===== src/rtl/swc_params.svh =====
// Timing counts and encodings for the sleep and wake-up controller
`ifndef SWC_PARAMS_SVH
`define SWC_PARAMS_SVH

`define SWC_OSC_STARTUP_TOSC   1024
`define SWC_OSC_STARTUP_CYCLES 11'h400
`define SWC_CNT_W              11
`define SWC_PC_W               13
`define SWC_IRQ_VECTOR         13'h0004
`define SWC_PC_STEP            13'h0001
`define SWC_OSC_MODE_W         2
`define SWC_OSC_LP             2'h0
`define SWC_OSC_XT             2'h1
`define SWC_OSC_HS             2'h2
`define SWC_OSC_RC             2'h3
`define SWC_NUM_SRC            3
`define SWC_PORT_W             13

`endif


===== src/rtl/swc_pkg.sv =====
// Types shared by the sleep and wake-up controller
package swc_pkg;

	typedef enum logic [3:0] {
		SWC_RUN     = 4'h1,
		SWC_SLEEP   = 4'h2,
		SWC_STARTUP = 4'h4,
		SWC_RESUME  = 4'h8
	} swc_state_e;

	typedef struct packed {
		logic [2:0] enable;
		logic [2:0] flag;
	} swc_irq_s;

	typedef struct packed {
		logic [12:0] drive;
		logic [12:0] oe;
	} swc_port_s;

endpackage : swc_pkg


===== src/rtl/swc_sleep_wakeup_control.sv =====
// Power-down entry and wake-up control
// Notes on behaviour
// Sleep instruction enters power-down
// Entry clears watchdog, power-down flag, stops oscillator
// Ports hold their pre-sleep drive state
// Watchdog reset never drives master reset low
// Wake on reset pin, watchdog, enabled interrupt
// Pin resets device; others continue execution
// Watchdog wake clears time-out flag
// Power-down flag set at power-up, cleared on sleep
// Next address prefetched during sleep instruction
// Source enable needed; global enable ignored
// Global disabled: resume at following instruction
// Global enabled: run next, then vector
// Software may place no-op after sleep
// Pending enabled interrupt wakes immediately
// Watchdog cleared on every wake-up; here a reset-pin wake gives no watchdog_clear pulse
// Crystal modes wait start-up delay; RC none
// Execution held until oscillator ready
`include "swc_params.svh"
`timescale 1ns/10ps
`default_nettype none

module swc_sleep_wakeup_control (
	// Clock and reset
	input  wire logic                          clk,
	input  wire logic                          nrst,
	// Core side
	input  wire logic                          sleep_exec,
	input  wire logic [`SWC_PC_W-1:0]          pc,
	input  wire logic                          global_irq_enable,
	input  wire swc_pkg::swc_irq_s             irq,
	input  wire logic [1:0]                    osc_mode,
	input  wire logic                          clrwdt_exec,
	// Outside pins and watchdog
	input  wire logic                          master_reset_pin_n,
	input  wire logic                          watchdog_enable,
	input  wire logic                          watchdog_timeout,
	input  wire swc_pkg::swc_port_s            port_in,
	// Outputs
	output logic                               power_down_flag,
	output logic                               timeout_flag,
	output logic                               osc_driver_on,
	output logic                               watchdog_clear,
	output logic                               core_hold,
	output logic                               device_reset,
	output logic                               master_reset_drive_n,
	output logic                               prefetch_req,
	output logic [`SWC_PC_W-1:0]               prefetch_addr,
	output logic                               vector_req,
	output logic [`SWC_PC_W-1:0]               vector_addr,
	output swc_pkg::swc_port_s                 port_out
);

	swc_pkg::swc_state_e           state_reg;
	logic [`SWC_CNT_W-1:0]         cnt_reg;
	logic                          master_reset_pin_meta_reg;
	logic                          master_reset_pin_sync_reg;
	logic                          wdt_meta_reg;
	logic                          wdt_sync_reg;
	logic                          irq_wake_reg;
	logic                          gie_at_wake_reg;

	function automatic logic irq_pending(input swc_pkg::swc_irq_s s);
		irq_pending = |(s.enable & s.flag);
	endfunction : irq_pending

	function automatic logic needs_startup(input logic [1:0] m);
		needs_startup = (m != `SWC_OSC_RC);
	endfunction : needs_startup

	// Pin and watchdog lines come from outside this clock's domain
	always_ff @(posedge clk) begin
		if (!nrst) begin
			master_reset_pin_meta_reg <= 1'b1;
			master_reset_pin_sync_reg <= 1'b1;
			wdt_meta_reg  <= 1'b0;
			wdt_sync_reg  <= 1'b0;
		end else begin
			master_reset_pin_meta_reg <= master_reset_pin_n;
			master_reset_pin_sync_reg <= master_reset_pin_meta_reg;
			wdt_meta_reg  <= watchdog_timeout;
			wdt_sync_reg  <= wdt_meta_reg;
		end
	end

	logic wdt_wake;
	logic irq_wake;
	logic pin_reset;
	assign pin_reset = !master_reset_pin_sync_reg;
	assign wdt_wake  = wdt_sync_reg && watchdog_enable;
	assign irq_wake  = irq_pending(irq);

	logic sleep_entry;
	logic wake_event;
	// A reset pin already in force wins over a sleep request or a wake in that cycle
	assign sleep_entry = state_reg == swc_pkg::SWC_RUN && sleep_exec && !pin_reset;
	assign wake_event  = state_reg == swc_pkg::SWC_SLEEP && (wdt_wake || irq_wake) && !pin_reset;

	// Sequencer
	always_ff @(posedge clk) begin
		if (!nrst) begin
			state_reg       <= swc_pkg::SWC_RUN;
			cnt_reg         <= '0;
			irq_wake_reg    <= 1'b0;
			gie_at_wake_reg <= 1'b0;
		end else if (pin_reset) begin
			state_reg       <= swc_pkg::SWC_RUN;
			cnt_reg         <= '0;
			irq_wake_reg    <= 1'b0;
			gie_at_wake_reg <= 1'b0;
		end else begin
			unique case (state_reg)
				swc_pkg::SWC_RUN: begin
					// Sleep completes unless the reset pin is in force, even with a wake already pending
					if (sleep_exec)
						state_reg <= swc_pkg::SWC_SLEEP;
				end
				swc_pkg::SWC_SLEEP: begin
					if (wdt_wake || irq_wake) begin
						irq_wake_reg    <= irq_wake && !wdt_wake;
						gie_at_wake_reg <= global_irq_enable;
						cnt_reg         <= needs_startup(osc_mode) ? `SWC_OSC_STARTUP_CYCLES : '0;
						state_reg       <= swc_pkg::SWC_STARTUP;
					end
				end
				swc_pkg::SWC_STARTUP: begin
					if (cnt_reg == '0)
						state_reg <= swc_pkg::SWC_RESUME;
					else
						cnt_reg <= cnt_reg - 1'b1;
				end
				swc_pkg::SWC_RESUME: begin
					state_reg <= swc_pkg::SWC_RUN;
				end
				default: state_reg <= swc_pkg::SWC_RUN;
			endcase
		end
	end

	// Power-down flag; a power-up reset sets it
	always_ff @(posedge clk) begin
		if (!nrst)
			power_down_flag <= 1'b1;
		else if (sleep_entry)
			power_down_flag <= 1'b0;
		else if (clrwdt_exec && state_reg == swc_pkg::SWC_RUN)
			power_down_flag <= 1'b1;
	end

	// Time-out flag; only a watchdog wake clears it, so software can tell the cause
	always_ff @(posedge clk) begin
		if (!nrst)
			timeout_flag <= 1'b1;
		else if (sleep_entry || (clrwdt_exec && state_reg == swc_pkg::SWC_RUN))
			timeout_flag <= 1'b1;
		else if (state_reg == swc_pkg::SWC_SLEEP && wdt_wake && !pin_reset)
			timeout_flag <= 1'b0;
	end

	// Oscillator, watchdog clear and core hold
	always_ff @(posedge clk) begin
		if (!nrst) begin
			osc_driver_on  <= 1'b1;
			watchdog_clear <= 1'b0;
			core_hold      <= 1'b0;
		end else begin
			// Oscillator is off for all of sleep and the first start-up cycle; it is on after that
			osc_driver_on  <= !sleep_entry && state_reg != swc_pkg::SWC_SLEEP;
			watchdog_clear <= sleep_entry || wake_event;
			// Hold spans start-up so the core never fetches on an unsettled clock
			core_hold      <= sleep_entry
				|| state_reg == swc_pkg::SWC_SLEEP
				|| state_reg == swc_pkg::SWC_STARTUP;
		end
	end

	// Reset outputs
	always_ff @(posedge clk) begin
		if (!nrst) begin
			device_reset         <= 1'b0;
			master_reset_drive_n <= 1'b1;
		end else begin
			device_reset         <= pin_reset;
			// Pin is only ever an input here; a watchdog reset stays internal
			master_reset_drive_n <= 1'b1;
		end
	end

	// Prefetch of the instruction after sleep
	always_ff @(posedge clk) begin
		if (!nrst) begin
			prefetch_req  <= 1'b0;
			prefetch_addr <= '0;
		end else begin
			prefetch_req <= sleep_entry;
			if (sleep_entry)
				prefetch_addr <= pc + `SWC_PC_STEP;
		end
	end

	// Vectoring after an interrupt wake
	always_ff @(posedge clk) begin
		if (!nrst) begin
			vector_req  <= 1'b0;
			vector_addr <= `SWC_IRQ_VECTOR;
		end else begin
			// Prefetched instruction runs first, then the core takes the vector
			vector_req  <= state_reg == swc_pkg::SWC_RESUME && irq_wake_reg && gie_at_wake_reg
				&& !pin_reset;
			vector_addr <= `SWC_IRQ_VECTOR;
		end
	end

	// Port latch frozen while asleep
	always_ff @(posedge clk) begin
		if (!nrst)
			port_out <= '0;
		else if (state_reg == swc_pkg::SWC_RUN && !sleep_exec)
			port_out <= port_in;
	end

endmodule : swc_sleep_wakeup_control

`default_nettype wire


===== config.mk =====
export PLATFORM = sky130hd
export DESIGN_NAME = swc_sleep_wakeup_control
export DESIGN_NICKNAME = d
export VERILOG_FILES = /design/src/rtl/swc_pkg.sv /design/src/rtl/swc_sleep_wakeup_control.sv
export VERILOG_INCLUDE_DIRS = /design/src /design/src/rtl
export SDC_FILE = /design/constraint.sdc
export NUM_CORES = 1
export LEC_CHECK = 0
export BUFFER_PORTS_ARGS = -buffer_cell sky130_fd_sc_hd__buf_2
export CAP_MARGIN = 20
export CORE_MARGIN = 2
export CORE_UTILIZATION = 52
export DETAILED_ROUTE_END_ITERATION = 10
export GPL_ROUTABILITY_DRIVEN = 0
export PLACE_DENSITY = 0.95
export REMOVE_ABC_BUFFERS = 1
export SETUP_SLACK_MARGIN = 0.3
export SYNTH_ARGS = -nofsm -noshare
export SYNTH_HDL_FRONTEND = slang
export SYNTH_SLANG_ARGS = --single-unit

===== constraint.sdc =====
create_clock -name clk -period 4.2 [get_ports clk]
set_input_delay 1.26 -clock clk [delete_from_list [all_inputs] [get_ports clk]]
set_output_delay 1.26 -clock clk [all_outputs]
set_load 0.02 [all_outputs]

# --- After elaboration in Yosys (flattened, before gate mapping) ---
# Index checks and enable logic that the tools add are counted.
word_totals:
  ff_bits: 68
  inputBits: 55
  out_inout_bits: 61
  elab_cells: 75
op_classes:
  addsub: 2
  n_eq_ne: 10
  mux: 10
  bitwise: 2
  n_reduce_logical: 32
ops:
  columns: ["operator", "count"]
  rows:
  - ["$mux W11", 3]
  - ["$pmux W11 S2", 1]
  - ["$logic_and A1 B1 Y1", 14]
  - ["$add A13 B1 Y13 const B", 1]
  - ["$mux W4", 3]
  - ["$pmux W4 S3", 1]
  - ["$logic_not A11 Y1", 1]
  - ["$sub A11 B1 Y11 const B", 1]
  - ["$ne A2 B2 Y1 const B", 4]
  - ["$reduce_and A3 Y1", 2]
  - ["$logic_or A1 B1 Y1", 5]
  - ["$eq A4 B1 Y1 const B", 1]
  - ["$eq A4 B2 Y1 const B", 1]
  - ["$eq A4 B3 Y1 const B", 1]
  - ["$eq A4 B4 Y1 const B", 1]
  - ["$logic_not A1 Y1", 4]
  - ["$ne A4 B2 Y1 const B", 1]
  - ["$reduce_and A2 Y1", 2]
  - ["$reduce_bool A2 Y1", 2]
  - ["$and A3 B3 Y3", 1]
  - ["$reduce_or A3 Y1", 1]
  - ["$mux W1", 2]
  - ["$ne A2 B1 Y1 const B", 1]
  - ["$reduce_or A2 Y1", 1]
  - ["$not A1 Y1", 1]

# --- Depth between registers and ports, before layout ---
depth:
  word_depth: 6
  mapped_depth: 7
  depth_no_buf: 6

# --- Least setup slack after synthesis ---
# Ideal clock, no wire load.
synth_path:
  path_kind: "in2reg"
  from: "in irq[3] (netlist name)"
  to: "reg cnt_reg[3]"
  setup_ns: 0.070
  arrival_ns: 2.559
  t_required_ns: 4.130
  setup_slack_ns: 1.571
  cell_stages: 6
  n_path_buf: 2
  cell_sequence: "a222oi_1 a21o_1 buf_2 clkbuf_1 nand2_1 a21oi_1"
synth_via:
  elab_chain_cells: 5
synth_lines:
  columns: ["item", "line", "rtl"]
  rows:
  - ["start, declared", "swc_sleep_wakeup_control.sv:32", "input wire swc_pkg::swc_irq_s irq,"]
  - ["$and A3 B3 Y3", "swc_sleep_wakeup_control.sv:65", "irq_pending = |(s.enable & s.flag);"]
  - ["$reduce_or A3 Y1", "swc_sleep_wakeup_control.sv:65", null]
  - ["$logic_or A1 B1 Y1", "swc_sleep_wakeup_control.sv:120", "if (wdt_wake || irq_wake) begin"]
  - ["$ne A2 B1 Y1 (no source line)", null, null]
  - ["$reduce_and A3 Y1 (no source line)", null, null]
  - ["end signal, assigned", "swc_sleep_wakeup_control.sv:123", "cnt_reg <= needs_startup(osc_mode) ? `SWC_OSC_STARTUP_CYCLES : '0;"]
  - ["end signal, assigned", "swc_sleep_wakeup_control.sv:131", "cnt_reg <= cnt_reg - 1'b1;"]
  - ["end, declared", "swc_sleep_wakeup_control.sv:56", "logic [`SWC_CNT_W-1:0] cnt_reg;"]
# Every way passes these cells.
# A chain may end at the register's enable or synchronous reset.

# --- Final worst setup path ---
layout_path:
  from: "in irq[3] (netlist name)"
  to: "reg cnt_reg[10]"
# Same word-level chain as after synthesis.

==> results.cfg <==
[floorplanning]
die_area_um2 = 6230
die_x_um = 79.0
start_util = 0.534
core_area_um2 = 5470
die_height_um = 79.0
pin_count = 116
rows = 27

[drt]
drc = 0
vias_per_cell = 5.37
dr_wl_met3_um = 457
post_drt_wl_per_cell_um = 14.0
vias = 2691
drt-met1-wl_mm = 2.99
wl_mm = 7.00
postRouteAntennaNets = 0
wl_met2_mm = 3.46
routed.top_layer = met4
drtPass1Iterations = 5
drtIter0Drc = 99

[timing]
fin_crit_sh = 0.623
relSlewSlack = 0.381
skew_ps = 5.62
finalHoldViolCount = 0
rsz0062_at_grt = no
layout_setup_ws_ps = 1590
max_freq_ghz = 0.382
layout_min_cycle_time_ps = 2610
setup-violations-final = 0
final_max_slew_viol_count = 0
tightest_slew_ps = 929
tns_ps = 0

[logic_synthesis]
post_synth_instance_area_um2 = 2920
yosys_warnings = 0
syn_area_per_cell_um2 = 8.85
synth_edf_count = 0
ys_seq_area_frac = 0.466
synth_seq_cells = 68
synth_cell_type_count = 46
synthCells = 330
synth_ff_type = dfxtp_1
synthArstFlopShare = 0

[cts]
worst_skew_pair.late_latency_ps = 320
cts_made_buffers = 9
clockBufferDepth = 2
clk_pin_slew_worst_paths_ps = 70
clock-sinks = 68
holdBufCountCts = 0
cts_resized = 0
htreeDepth = 3
root_buffer = clkbuf_8
post-cts-setup-buffer-count = 0
cts_tree = yes

[power_and_ir_drop]
p_seq_frac = 0.467
pwr-share-comb = 0.143
p_per_area_nw_per_um2 = 414
total_power_mw = 1.50
p_int_mw = 1.11
clkPwrFrac = 0.391
worst_ir_drop_vdd_v = 0.000226
leakage_nw = 1.67
p_sw_mw = 0.391
swShare = 0.261

[worst_hold_path]
hold_class = register to register
worstHoldEndpoint = master_reset_pin_sync_reg
hold_depth = 1
min-delay-start = master_reset_pin_meta_reg

[placed_design]
place_ws_ps = 1250
port_buffers = 101
dpl.hpwl_mm = 5.10

[critical_path]
timing.rr.end = cnt_reg[3]
max_stage_delay_ps = 580
cp_cell_sequence = buf_2 -> a222oi_1 -> a21o_1 -> mux2i_1 -> a311oi_1
rr_worst_depth = 6
path_buf_inv = 1
required_ps = 4420
rr_startpoint = cnt_reg[0]
r2r_slack_ps = 1880
crit_fanout = 17
cp-start-kind = input pin
end_kind = register
crit_slowest_cell = a21o_1
cp.arrival_ps = 2840
cp_top_family = compound AO/OA/AOI/OAI gates
critPathKind = input pin to register

[finish]
fin_util = 0.660
layout.nets = 481
synthToLayoutAreaGrowth_pct = 23.7
fillers = 448
multi_input_area_um2 = 1380
regArea_um2 = 1360
largest_register_ffs = 26
drive_above_1_share = 0.305
antenna_cells = 0

[global_routing]
grt_pass1_wl_mm = 11.4
grt_overflow = 0
antenna_found_initial = 0
grt_util_all_layers = 0.230
first_global_vias = 2600
grt_max_degree = 30

[flow_run]
drv_cap = 0

[run_status]
outcome = complete, no violations
[synthesized netlist by cell type (all sizes together) (4+ instances only)]
cell type / number / share of area
a2111oi: 4 / 0.019
a21oi: 33 / 0.057
a22o: 12 / 0.036
buf: 23 / 0.055
clkbuf: 11 / 0.014
dfxtp: 68 / 0.47
inv: 7 / 0.0090
mux2i: 6 / 0.021
nand2: 63 / 0.081
nand2b: 4 / 0.0086
nand3: 11 / 0.019
nand3b: 5 / 0.013
nor2: 11 / 0.014
nor3: 8 / 0.014
nor4: 5 / 0.016
or3: 4 / 0.0086
xnor2: 5 / 0.015
xor2: 8 / 0.024
[power by group through the flow]
stage | clock network (mW) | logic, mW | registers (mW)
after floorplan | 0 | 0.0886 | 0.749
after global placement | 0 | 0.207 | 0.711
after detailed placement | 0 | 0.213 | 0.713
after CTS | 0.596 | 0.214 | 0.698
after global routing | 0.628 | 0.235 | 0.702
final | 0.585 | 0.213 | 0.699
[worst max path at each step]
stage | from | to | slack (ps) | depth (start not counted)
global placement | irq[3] | cnt_reg[10] | 1400 | 5
detailed placement | irq[3] | cnt_reg[10] | 1250 | 5
global route | irq[3] | cnt_reg[10] | 1410 | 5
floorplan | irq[3] | cnt_reg[8] | 1620 | 4
finish | irq[3] | cnt_reg[10] | 1590 | 5
CTS | irq[3] | cnt_reg[10] | 1610 | 5
[cell type report]
class,instances,share of cell area
multi-input combinational,233,0.381
clock buffer,10,0.0381
tap,72,0.0249
inverter,7,0.00727
sequential,68,0.377
timing repair buffer,105,0.148
clock inverter,6,0.0242
[through the flow]
step | instances | hold slack, ps | area (um^2)
after CTS | 501 | 413 | 3610
after floorplan | 308 | 386 | 2760
after global routing | 501 | 443 | 3610
final | 501 | 414 | 3610
after global placement | 485 | 393 | 3390
after detailed placement | 485 | 396 | 3390
[placed cells by master (no fill, tap or decap), drive strengths merged, types with 2 or more instances in the layout]
cell type / n
buf: 105
dfxtp: 68
nand2: 63
a21oi: 33
conb: 14
a22o: 12
nand3: 11
nor2: 11
clkbuf: 10
nor3: 8
xor2: 8
inv: 7
mux2i: 6
nand3b: 5
xnor2: 5
nor4: 5
or3: 4
nand2b: 4
a2111oi: 4
clkinv: 4
and2: 3
or2: 3
or4: 3
nor4b: 3
nand4: 3
o21ai: 3
or4b: 3
a21o: 2
a31oi: 2
o31ai: 2
nand4b: 2
a31o: 2
ha: 2
bufinv: 2
[metal layers]
| metal | GRT usage | vias to the layer above |
|---|---|---|
| li1 | - | 1314 |
| met1 | 0.268 | 1250 |
| met2 | 0.412 | 121 |
| met3 | 0.0432 | 6 |
| met4 | 0.102 | 0 |
| met5 | 0 | - |
[logic make-up after synthesis]
kind of cell | Yosys count | synth area share
AOI/OAI and AO/OA | 65 | 0.153
xor gates and xnor gates | 13 | 0.0390
adders and majority gates | 2 | 0.00856
buffers and inverters | 41 | 0.0784
DFF | 68 | 0.466
muxes | 6 | 0.0206
other | 2 | 0.00257
and+or+nand+nor | 133 | 0.232
Power figures use the tool's default switching activity.
